[config.mk]
export PLATFORM = sky130hd
export DESIGN_NAME = sbg_top
export DESIGN_NICKNAME = d
export VERILOG_FILES = /design/src/sbg_timer.v /design/src/sbg_top.v
export VERILOG_INCLUDE_DIRS = /design/src
export SDC_FILE = /design/constraint.sdc
export NUM_CORES = 1
export LEC_CHECK = 0
export BUFFER_PORTS_ARGS = -buffer_cell sky130_fd_sc_hd__buf_2
export CORE_MARGIN = 2
export CORE_UTILIZATION = 58
export DETAILED_ROUTE_END_ITERATION = 8
export GPL_TIMING_DRIVEN = 0
export HOLD_SLACK_MARGIN = 0.05
export PLACE_DENSITY = 0.81
export REMOVE_ABC_BUFFERS = 1
export SLEW_MARGIN = 20
export SYNTH_ARGS = -nofsm -noshare
export SYNTH_HDL_FRONTEND = slang
export SYNTH_SLANG_ARGS = --single-unit
[constraint.sdc]
create_clock -name mclk -period 4.07 [get_ports mclk]
set_input_delay 1.0175 -clock mclk [delete_from_list [all_inputs] [get_ports mclk]]
set_output_delay 1.0175 -clock mclk [all_outputs]
set_load 0.005 [all_outputs]
[src/sbg_defines.vh]
`ifndef SBG_DEFINES_VH
`define SBG_DEFINES_VH

// Register byte offsets
`define SBG_OFS_BAUD_CONTROL   8'h00
`define SBG_OFS_DIVISOR_LOW    8'h04
`define SBG_OFS_DIVISOR_HIGH   8'h08
`define SBG_OFS_TX_STATUS_CTRL 8'h0c
`define SBG_OFS_FLAGS          8'h10

// Baud control field positions
`define SBG_BC_AUTO_BAUD_OVF   7
`define SBG_BC_RX_IDLE         6
`define SBG_BC_CLK_POLARITY    4
`define SBG_BC_WIDE_GEN        3
`define SBG_BC_WAKE_UP         1
`define SBG_BC_AUTO_BAUD       0

// Transmit status and control field positions
`define SBG_TS_SYNC_MODE       4
`define SBG_TS_HIGH_SPEED      2

// Flags register field position
`define SBG_FL_RX_INT          0

// Multiplier shifts: 64, 16 and 4 clocks per divisor step
`define SBG_SHIFT_X64          3'h6
`define SBG_SHIFT_X16          3'h4
`define SBG_SHIFT_X4           3'h2

// Auto-baud measures eight bit times, an extra shift of three
`define SBG_ABD_BITS_SHIFT     4'h3
`define SBG_ABD_RISE_EDGES     3'h5

// Reset values
`define SBG_RST_BYTE           8'h00
`define SBG_RST_DIVISOR        16'h0000

`endif

[src/sbg_timer.v]
`timescale 1ns/1ps
`include "sbg_defines.vh"

module sbg_timer #(
  parameter DW = 16,
  parameter PW = 6
) (
  // Clock and reset
  input  wire          mclk,
  input  wire          rst,
  // Configuration
  input  wire          clear,
  input  wire          wide,
  input  wire [DW-1:0] divisor,
  input  wire [2:0]    shift,
  // Rate output
  output reg           tick
);

  reg  [PW-1:0] pre;
  reg  [DW-1:0] cnt;
  wire [PW:0]   pre_full;
  wire [PW-1:0] pre_top;
  wire [DW-1:0] top;

  // Prescaler top is 2^shift - 1
  assign pre_full = ({{PW{1'b0}}, 1'b1} << shift) - {{PW{1'b0}}, 1'b1};
  assign pre_top  = pre_full[PW-1:0];
  // Narrow mode only looks at the low byte
  assign top      = wide ? divisor : {{(DW-8){1'b0}}, divisor[7:0]};

  ////////////////////////////////////////////////////////////////////////////
  // Free-running timer; period is (2^shift) * (top + 1) clocks
  always @(posedge mclk) begin
    if (rst || clear) begin
      pre  <= {PW{1'b0}};
      cnt  <= {DW{1'b0}};
      tick <= 1'b0;
    end else begin
      tick <= 1'b0;
      if (pre == pre_top) begin
        pre <= {PW{1'b0}};
        // Compare with >= so a shrinking divisor never runs past the top
        if (cnt >= top) begin
          cnt  <= {DW{1'b0}};
          tick <= 1'b1;
        end else begin
          cnt <= cnt + {{(DW-1){1'b0}}, 1'b1};
        end
      end else begin
        pre <= pre + {{(PW-1){1'b0}}, 1'b1};
      end
    end
  end

endmodule // sbg_timer

[src/sbg_top.v]
// The register offsets and the APB register port were decided locally.
`timescale 1ns/1ps
`include "sbg_defines.vh"

module sbg_top #(
  parameter AW = 8,
  parameter CW = 24
) (
  // Clock and reset
  input  wire          mclk,
  input  wire          rst,
  // APB slave
  input  wire          psel,
  input  wire          penable,
  input  wire          pwrite,
  input  wire [AW-1:0] paddr,
  input  wire [31:0]   pwdata,
  output reg  [31:0]   prdata,
  output reg           pready,
  output reg           pslverr,
  // Serial side
  input  wire          tx_data,
  input  wire          rx_pin,
  input  wire          receive_idle_flag,
  output reg           transmit_clock_pin,
  output reg           baud_tick,
  output reg           receive_interrupt_flag
);

  localparam AB_IDLE = 3'b001;
  localparam AB_WAIT = 3'b010;
  localparam AB_MEAS = 3'b100;

  // Control registers
  reg          clock_polarity_select;
  reg          wide_generator_select;
  reg          wake_up_enable;
  reg          auto_baud_enable;
  reg          auto_baud_overflow;
  reg          sync_mode;
  reg          high_speed_select;
  reg  [7:0]   divisor_low;
  reg  [7:0]   divisor_high;
  // Receive edge and auto-baud state
  reg          rx_prev;
  reg  [2:0]   ab_state;
  reg  [2:0]   ab_rises;
  reg  [CW-1:0] ab_cnt;
  reg          ab_done;
  reg          ab_ovf;
  reg          wake_hit;
  wire         timer_tick;

  // Multiplier shift from mode bits
  function [2:0] mult_shift;
    input s;
    input w;
    input h;
    begin
      if (s)
        mult_shift = `SBG_SHIFT_X4;
      else if (!w && !h)
        mult_shift = `SBG_SHIFT_X64;
      else if (w && h)
        mult_shift = `SBG_SHIFT_X4;
      else
        mult_shift = `SBG_SHIFT_X16;
    end
  endfunction

  // Address decode, used for both write hit and slave error
  function is_mapped;
    input [AW-1:0] a;
    begin
      is_mapped = (a == `SBG_OFS_BAUD_CONTROL) || (a == `SBG_OFS_DIVISOR_LOW) ||
                  (a == `SBG_OFS_DIVISOR_HIGH) || (a == `SBG_OFS_TX_STATUS_CTRL) ||
                  (a == `SBG_OFS_FLAGS);
    end
  endfunction

  ////////////////////////////////////////////////////////////////////////////
  // Bus decode
  wire         acc      = psel && penable && !pready;
  wire         wr       = acc && pwrite && is_mapped(paddr);
  wire         wr_bc    = wr && (paddr == `SBG_OFS_BAUD_CONTROL);
  wire         wr_lo    = wr && (paddr == `SBG_OFS_DIVISOR_LOW);
  wire         wr_hi    = wr && (paddr == `SBG_OFS_DIVISOR_HIGH);
  wire         wr_ts    = wr && (paddr == `SBG_OFS_TX_STATUS_CTRL);
  wire         wr_fl    = wr && (paddr == `SBG_OFS_FLAGS);
  wire [2:0]   cur_sh   = mult_shift(sync_mode, wide_generator_select, high_speed_select);
  // Auto-baud writes the divisor too, so it also clears the timer
  wire         div_load = wr_lo || wr_hi || ab_done;
  wire         rx_fall  = rx_prev && !rx_pin;
  wire         rx_rise  = !rx_prev && rx_pin;

  wire [7:0] bc_value = {auto_baud_overflow, receive_idle_flag, 1'b0, clock_polarity_select,
                         wide_generator_select, 1'b0, wake_up_enable, auto_baud_enable};
  wire [7:0] ts_value = {3'h0, sync_mode, 1'b0, high_speed_select, 2'h0};

  // Auto-baud result: window count scaled down to a divisor, saturating
  wire [3:0]    ab_sh     = {1'b0, cur_sh} + `SBG_ABD_BITS_SHIFT;
  wire [CW-1:0] ab_q      = ab_cnt >> ab_sh;
  wire [15:0]   ab_q16    = (ab_q[CW-1:16] != {(CW-16){1'b0}}) ? 16'hffff : ab_q[15:0];
  wire [15:0]   ab_result = (ab_q16 == 16'h0000) ? 16'h0000 : ab_q16 - 16'h0001;

  ////////////////////////////////////////////////////////////////////////////
  // APB answer: one wait state, data and error registered
  always @(posedge mclk) begin
    if (rst) begin
      pready  <= 1'b0;
      pslverr <= 1'b0;
      prdata  <= 32'h00000000;
    end else begin
      pready  <= acc;
      pslverr <= acc && !is_mapped(paddr);
      if (acc && !pwrite) begin
        case (paddr)
          `SBG_OFS_BAUD_CONTROL:   prdata <= {24'h000000, bc_value};
          `SBG_OFS_DIVISOR_LOW:    prdata <= {24'h000000, divisor_low};
          `SBG_OFS_DIVISOR_HIGH:   prdata <= {24'h000000, divisor_high};
          `SBG_OFS_TX_STATUS_CTRL: prdata <= {24'h000000, ts_value};
          `SBG_OFS_FLAGS:          prdata <= {31'h0, receive_interrupt_flag};
          default:                 prdata <= 32'h00000000;
        endcase
      end
    end
  end

  ////////////////////////////////////////////////////////////////////////////
  // Configuration registers; hardware self-clears run before a fresh write
  always @(posedge mclk) begin
    if (rst) begin
      clock_polarity_select <= 1'b0;
      wide_generator_select <= 1'b0;
      wake_up_enable        <= 1'b0;
      auto_baud_enable      <= 1'b0;
      auto_baud_overflow    <= 1'b0;
      sync_mode             <= 1'b0;
      high_speed_select     <= 1'b0;
      divisor_low           <= `SBG_RST_BYTE;
      divisor_high          <= `SBG_RST_BYTE;
    end else begin
      if (wake_hit)
        wake_up_enable <= 1'b0;
      if (ab_done || ab_ovf)
        auto_baud_enable <= 1'b0;
      if (wr_bc) begin
        clock_polarity_select <= pwdata[`SBG_BC_CLK_POLARITY];
        wide_generator_select <= pwdata[`SBG_BC_WIDE_GEN];
        wake_up_enable        <= pwdata[`SBG_BC_WAKE_UP];
        auto_baud_enable      <= pwdata[`SBG_BC_AUTO_BAUD];
        // Overflow can only be cleared by software; a new overflow wins
        if (!pwdata[`SBG_BC_AUTO_BAUD_OVF])
          auto_baud_overflow <= 1'b0;
      end
      if (ab_ovf)
        auto_baud_overflow <= 1'b1;
      if (wr_ts) begin
        sync_mode         <= pwdata[`SBG_TS_SYNC_MODE];
        high_speed_select <= pwdata[`SBG_TS_HIGH_SPEED];
      end
      // Auto-baud result loads the pair; software writes take priority
      if (ab_done) begin
        divisor_low  <= ab_result[7:0];
        divisor_high <= ab_result[15:8];
      end
      if (wr_lo)
        divisor_low <= pwdata[7:0];
      if (wr_hi)
        divisor_high <= pwdata[7:0];
    end
  end

  ////////////////////////////////////////////////////////////////////////////
  // Auto-baud: time from first to fifth rise, eight bit times of 0x55

  always @(posedge mclk) begin
    if (rst) begin
      ab_state <= AB_IDLE;
      ab_rises <= 3'h0;
      ab_cnt   <= {CW{1'b0}};
      ab_done  <= 1'b0;
      ab_ovf   <= 1'b0;
    end else begin
      ab_done <= 1'b0;
      ab_ovf  <= 1'b0;
      case (ab_state)
        AB_IDLE: begin
          if (auto_baud_enable && !wake_up_enable && !ab_done && !ab_ovf)
            ab_state <= AB_WAIT;
        end
        AB_WAIT: begin
          ab_cnt   <= {CW{1'b0}};
          ab_rises <= 3'h0;
          if (!auto_baud_enable)
            ab_state <= AB_IDLE;
          else if (rx_fall)
            ab_state <= AB_MEAS;
        end
        AB_MEAS: begin
          ab_cnt <= ab_cnt + {{(CW-1){1'b0}}, 1'b1};
          if (!auto_baud_enable) begin
            ab_state <= AB_IDLE;
          end else if (ab_cnt == {CW{1'b1}}) begin
            // Line stuck low or far too slow: give up and flag it
            ab_ovf   <= 1'b1;
            ab_state <= AB_IDLE;
          end else if (rx_rise) begin
            ab_rises <= ab_rises + 3'h1;
            // Start bit fall to fifth rise would be nine bits; first rise opens the window
            if (ab_rises == 3'h0)
              ab_cnt <= {CW{1'b0}};
            if (ab_rises == `SBG_ABD_RISE_EDGES - 3'h1) begin
              ab_done  <= 1'b1;
              ab_state <= AB_IDLE;
            end
          end
        end
        default: ab_state <= AB_IDLE;
      endcase
    end
  end

  ////////////////////////////////////////////////////////////////////////////
  // Wake-up detect, receive flag and pin drive
  always @(posedge mclk) begin
    if (rst) begin
      rx_prev                <= 1'b1;
      wake_hit               <= 1'b0;
      receive_interrupt_flag <= 1'b0;
      transmit_clock_pin     <= 1'b1;
      baud_tick              <= 1'b0;
    end else begin
      rx_prev   <= rx_pin;
      wake_hit  <= wake_up_enable && rx_fall && !wake_hit;
      baud_tick <= timer_tick;
      // Set wins over a software clear in the same cycle
      if (wake_hit || ab_done)
        receive_interrupt_flag <= 1'b1;
      else if (wr_fl && pwdata[`SBG_FL_RX_INT])
        receive_interrupt_flag <= 1'b0;
      // Polarity only applies to async data; sync clock edges live elsewhere
      if (!sync_mode)
        transmit_clock_pin <= tx_data ^ clock_polarity_select;
      else
        transmit_clock_pin <= tx_data;
    end
  end

  ////////////////////////////////////////////////////////////////////////////
  // Baud timer
  sbg_timer #(
    .DW (16),
    .PW (6)
  ) u_timer (
    .mclk    (mclk),
    .rst     (rst),
    .clear   (div_load),
    .wide    (wide_generator_select),
    .divisor ({divisor_high, divisor_low}),
    .shift   (cur_sh),
    .tick    (timer_tick)
  );

endmodule // sbg_top

==> results_dict.tcl, run 1 <==
set metrics [dict create \
    dp_hpwl_um 10600 \
    outcome "finished clean" \
    grt_setup_unrepaired "yes" \
    detailed_place.area_um2 6020 \
    wl_um 14000 \
    antenna_left 0 \
    holdWs_ns 0.457 \
    cts_tree "yes" \
    power.density_nw_per_um2 268 \
    synthMuxAreaShare 0.0520 \
    setup_viol 0 \
    multi_input_area_um2 3710 \
    drtIter0Drc 354 \
    yosys_warnings 0 \
    drv_slew 0 \
    fin_crit_ns 3.82 \
    antenna_found_initial 0 \
    htree_num_levels 3 \
    ys_ff_latch 93 \
    root_buffer "clkbuf_8" \
    critPathRequiredTime_ns 4.30 \
    ff2ff_path_depth 13 \
    regToRegEndpoint "divisor_high[4]" \
    final_util 0.634 \
    grt_max_degree 52 \
    synth_most_common_cell "nor2_1" \
    synthSimpleGateAreaFrac 0.262 \
    num-nets-final 815 \
    maxSlewHeadroom 0.309 \
    finalSetupTns_ns 0 \
    start_util 0.600 \
    crit_path_start "wide_generator_select" \
    port_buffers 36 \
    vias 5257 \
    power_leakage_nw 2.33 \
    reg2reg_slack_ns 0.25 \
    clkTransAtPathRegs_ns 0.09 \
    die_y_um 105 \
    hold_path.class "reg2reg" \
    setup_ws_ns 0.247 \
    worstSetupEndpoint "divisor_high[4]" \
    clkLatencyLatePin_ns 0.38 \
    async_reset_ff_frac 0 \
    place_congestion 0.929 \
    synth_top_area_frac 0.314 \
    cts_hold_buffers 0 \
    synth-edff-count 0 \
    area.growth.synth_to_final_pct 5.66 \
    tightest_slew_ns 1.03 \
    synth_area_leaders "dfxtp_1 31%, nor2_1 7.3%, ha_1 5.5%" \
    finalHoldViolCount 0 \
    max_freq_mhz 262 \
    rows 36 \
    grt_usage 0.255 \
    grt_overflow 0 \
    synth_top_family_by_area "simple AND/OR/NAND/NOR gates" \
    synth-compound-area-share 0.168 \
    synth_commonest_cells "115 x nor2_1, 93 x dfxtp_1, 47 x nand2_1" \
    cts_buffers 9 \
    cp_max_fo 20 \
    die_w_um 105 \
    drcViolationCount 0 \
    clockBufferDepth 2 \
    ios 85 \
    fill_cells 825 \
    grt_pass1_vias 4875 \
    clock_sinks 93 \
    endpoint_kind "flop" \
    core_area_um2 9860 \
    post-route-period-util 0.939 \
    syn_area_um2 5920 \
    grt_first_pass_wirelength_um 22800 \
    yosys_most_used_dff "dfxtp_1" \
    yosys.area.top_type "dfxtp_1" \
    post_synth_xor_area_fraction 0.0710 \
    dp_cells 861 \
    pre_cts_ws_ns -0.252 \
    via_per_inst 5.99 \
    drive_gt1_frac 0.118 \
    start_kind "flop" \
    rr_startpoint "wide_generator_select" \
    ys_types 68 \
    design.die.area_um2 11000 \
    synthCells 731 \
    clock_skew_ns 0.0198 \
    vdd_drop_max_uv 196 \
    maxCapViolCount 0 \
    diodes 0 \
    first_pass_iters 6 \
    min_path_cells 1 \
    worstPathArrival_ns 4.05 \
    synthAdderAreaFrac 0.0549 \
    synth_seq_area_share 0.314 \
    wire_per_inst_um 16.0 \
    ff_latch_area_um2 1860 \
    fin_area_um2 6260 \
    critical_path_class "reg2reg" \
    syn_avg_cell_area_um2 8.10 \
    power_mw 1.68 \
    stdcell_count 878 \
]
==> logic make-up after synthesis <==
logic type                 after synthesis
DFF                                     93
AOI/OAI and AO/OA                      136
other                                    1
buffers and inverters                   91
muxes                                   25
adders and majority gates               26
and+or+nand+nor                        311
xor gates and xnor gates                48
==> state kept, by name, indices dropped and copies added (netlist names), 3 cells and up <==
| signal | cells |
|---|---|
| ab_cnt | 24 |
| u_timer.cnt | 16 |
| divisor_high | 8 |
| divisor_low | 8 |
| prdata | 8 |
| u_timer.pre | 6 |
| ab_rises | 3 |
| ab_state | 3 |
==> worst max-delay path: stages (launching register included) <==
cell,delay [ns]
dfxtp_2,0.45
ha_2,0.46
nand2b_4,0.25
o21ai_1,0.21
and2_1,0.33
a211oi_2,0.31
ha_1,0.21
inv_1,0.05
a211oi_1,0.18
o211ai_1,0.16
o41ai_4,0.45
nor2_2,0.15
a221oi_1,0.36
nor2_1,0.09
==> cells in the final DEF, fill, tap and decap left out, drive strengths merged, types with 24 or more instances in the layout <==
master	netlist	routed
buf	37	39
dfxtp	93	93
a21oi	35	35
nand2	47	47
conb	1	24
xnor2	25	25
nor3	29	29
nor2	117	117
inv	28	28
nand3	24	24
ha	26	26
==> where the power goes <==
part           switching [mW]  total [mW]  internal (mW)
combinational          0.0494      0.0784         0.0290
clock                   0.319       0.663          0.343
sequential             0.0120       0.934          0.922
==> cell type report <==
class | count | area share
Clock buffer | 11 | 0.0210
Clock inverter | 4 | 0.0118
Inverter | 28 | 0.0168
Multi-Input combinational cell | 570 | 0.594
Sequential cell | 93 | 0.298
Tap cell | 133 | 0.0266
Timing Repair Buffer | 39 | 0.0324
==> timing repair <==
action,CTS,global route
setup buffers,2,0
gates resized for setup,2,4
pin swaps,1,0
endpoints found under the setup margin,23,22
gates cloned,0,0
==> per-layer routing <==
metal	wire length, um	part of all wire	global-route usage
met1	5950	0.42	0.309
met3	1120	0.079	0.0699
met4	444	0.032	0.104
met5	0	0	0
met2	6530	0.47	0.427
==> worst min-delay path by stage <==
stage	from	endpoint	slack [ns]
after floorplan	u_timer.tick	baud_tick	0.41
after global placement	rx_prev	wake_hit	0.45
after detailed placement	u_timer.tick	baud_tick	0.43
after CTS	u_timer.tick	baud_tick	0.46
after global routing	u_timer.tick	baud_tick	0.47
final	u_timer.tick	baud_tick	0.46
Power figures use the tool's default switching activity.
==> run 2: changes to the inputs <==
--- a/config.mk
+++ b/config.mk
@@ -13,8 +13,8 @@
 export GPL_TIMING_DRIVEN = 0
 export HOLD_SLACK_MARGIN = 0.05
 export PLACE_DENSITY = 0.81
-export REMOVE_ABC_BUFFERS = 1
 export SLEW_MARGIN = 20
 export SYNTH_ARGS = -nofsm -noshare
 export SYNTH_HDL_FRONTEND = slang
 export SYNTH_SLANG_ARGS = --single-unit
+export TNS_END_PERCENT = 100
==> run 2 against run 1 <==
Non-clock buffer count is 60 higher. Via count grew 5.5%. Critical path depth rose by 3. Worst setup slack better by 0.21 ns. Largest power group unchanged.
==> results_dict.tcl, run 2 (same netlist as run 1, synthesis figures left out) <==
set metrics [dict create \
    diodes 0 \
    worstPathArrival_ns 3.89 \
    ff_latch_area_um2 1860 \
    cp_max_fo 10 \
    largestRegisters "ab_cnt x24, u_timer.cnt x16" \
    maxSlewHeadroom 0.365 \
    hold_path.class "reg2reg" \
    place_congestion 0.945 \
    clkLatencyLatePin_ns 0.38 \
    die_y_um 105 \
    routed-wl-met2_um 7330 \
    max_freq_mhz 277 \
    critPathRequiredTime_ns 4.35 \
    stdcell_count 939 \
    top_layer_used "met4" \
    setup_viol 0 \
    wl_um 15500 \
    outcome "finished clean" \
    wl_met1_um 6600 \
    die_w_um 105 \
    power_leakage_nw 2.54 \
    fin_crit_ns 3.61 \
    grt_overflow 0 \
    start_kind "flop" \
    antenna_found_initial 0 \
    cts_hold_buffers 0 \
    core_area_um2 9860 \
    final_common_cell "nor2_1" \
    wire_per_inst_um 16.5 \
    grt_first_pass_wirelength_um 25500 \
    detailed_place.area_um2 6350 \
    root_buffer "clkbuf_8" \
    endpoint_kind "flop" \
    rows 36 \
    vdd_drop_max_uv 149 \
    dp_cells 922 \
    ios 85 \
    drcViolationCount 0 \
    grt_max_degree 16 \
    holdWs_ns 0.465 \
    clock_sinks 93 \
    htree_num_levels 3 \
    clkTransAtPathRegs_ns 0.10 \
    largest_reg_flops 24 \
    path_common_cell "ha_1" \
    dp_hpwl_um 11800 \
    tightest_slew_ns 0.944 \
    first_pass_iters 5 \
    ff2ff_path_depth 16 \
    via_per_inst 5.91 \
    clock_skew_ns 0.0124 \
    drive_gt1_frac 0.145 \
    fin_area_um2 6570 \
    worstSetupPathDepth 16 \
    cp_top_family "simple AND/OR/NAND/NOR gates" \
    critical_path_class "reg2reg" \
    regMostFlops "ab_cnt" \
    port_buffers 35 \
    cts_tree "yes" \
    slowest_stage "or4_1" \
    design.die.area_um2 11000 \
    maxCapViolCount 0 \
    grt_pass1_vias 5236 \
    max_stage_delay_ns 0.48 \
    cts_buffers 9 \
    num-nets-final 875 \
    grt_usage 0.285 \
    layout_common_cells "113 x nor2_1, 93 x dfxtp_1, 47 x nand2_1" \
    drv_slew 0 \
    grt_setup_unrepaired "no" \
    clockBufferDepth 2 \
    multi_input_area_um2 3690 \
    crit_chain "ha_1 > buf_6 > nor2b_2 > or2_0 > buf_2 > inv_1 > ha_1 > xor2_1 > nand3_1 > nor2_2 > nand2_1 > or4_1 > clkbuf_1 > nor3_1 > xnor2_1 > nor2_1" \
    final_util 0.666 \
    fill_cells 872 \
    finalHoldViolCount 0 \
    post-route-period-util 0.887 \
    vias 5547 \
    antenna_left 0 \
    path_buf_inv 4 \
    area.growth.synth_to_final_pct 11.0 \
    finalSetupTns_ns 0 \
    min_path_cells 1 \
    start_util 0.600 \
    power.density_nw_per_um2 257 \
    drtIter0Drc 350 \
    route.met3.wl_um 1110 \
]
run 2: path summary, 6_finish.rpt:
kind / startpoint / to / slack (ns)
max: high_speed_select / u_timer.cnt[13] / 0.46
min: u_timer.tick / baud_tick / 0.47
max reg2reg: high_speed_select / u_timer.cnt[13] / 0.46
min reg2reg: u_timer.tick / baud_tick / 0.47
run 2: worst reg2reg max path: cells and delay by family, from the launching register on:
kind | cells | cell delay (ns)
XOR/XNOR | 2 | 0.33
adder cells (fa/ha/maj) | 2 | 0.64
buffers and inverters | 4 | 0.55
flip-flops | 1 | 0.34
AND/OR/NAND/NOR | 8 | 1.67
run 2: repair_timing:
action | 4_1_cts | 5_1_grt
endpoints found under the setup margin | 0 | 12
resized for setup | 0 | 2
buffers inserted | 0 | 1
run 2: cell type report:
class | instances | share of cell area
buffer | 63 | 0.0537
clock inverter | 5 | 0.00895
sequential | 93 | 0.283
timing repair buffer | 36 | 0.0278
inverter | 28 | 0.0160
clock buffer | 11 | 0.0230
multi-input combinational | 570 | 0.562
tap | 133 | 0.0253
run 2: report_power, final:
| part | switching, mW | internal, mW |
|---|---|---|
| registers | 0.0125 | 0.922 |
| clock network | 0.333 | 0.317 |
| logic | 0.0575 | 0.0452 |
run 2: layer usage:
metal,up-vias,track usage
li1,2685,-
met1,2572,0.367
met2,249,0.480
met3,41,0.0381
met4,0,0.116
met5,-,0
run 2: metrics by stage:
| step | worst slack (ns) | total power, mW |
|---|---|---|
| 4_1_cts | 0.271 | 1.70 |
| 3_5_place_dp | 0.291 | 1.06 |
| 3_3_place_gp | 0.337 | 1.05 |
| 2_1_floorplan | 0.801 | 1.02 |
| 5_1_grt | 0.115 | 1.75 |
| 6_report | 0.459 | 1.69 |
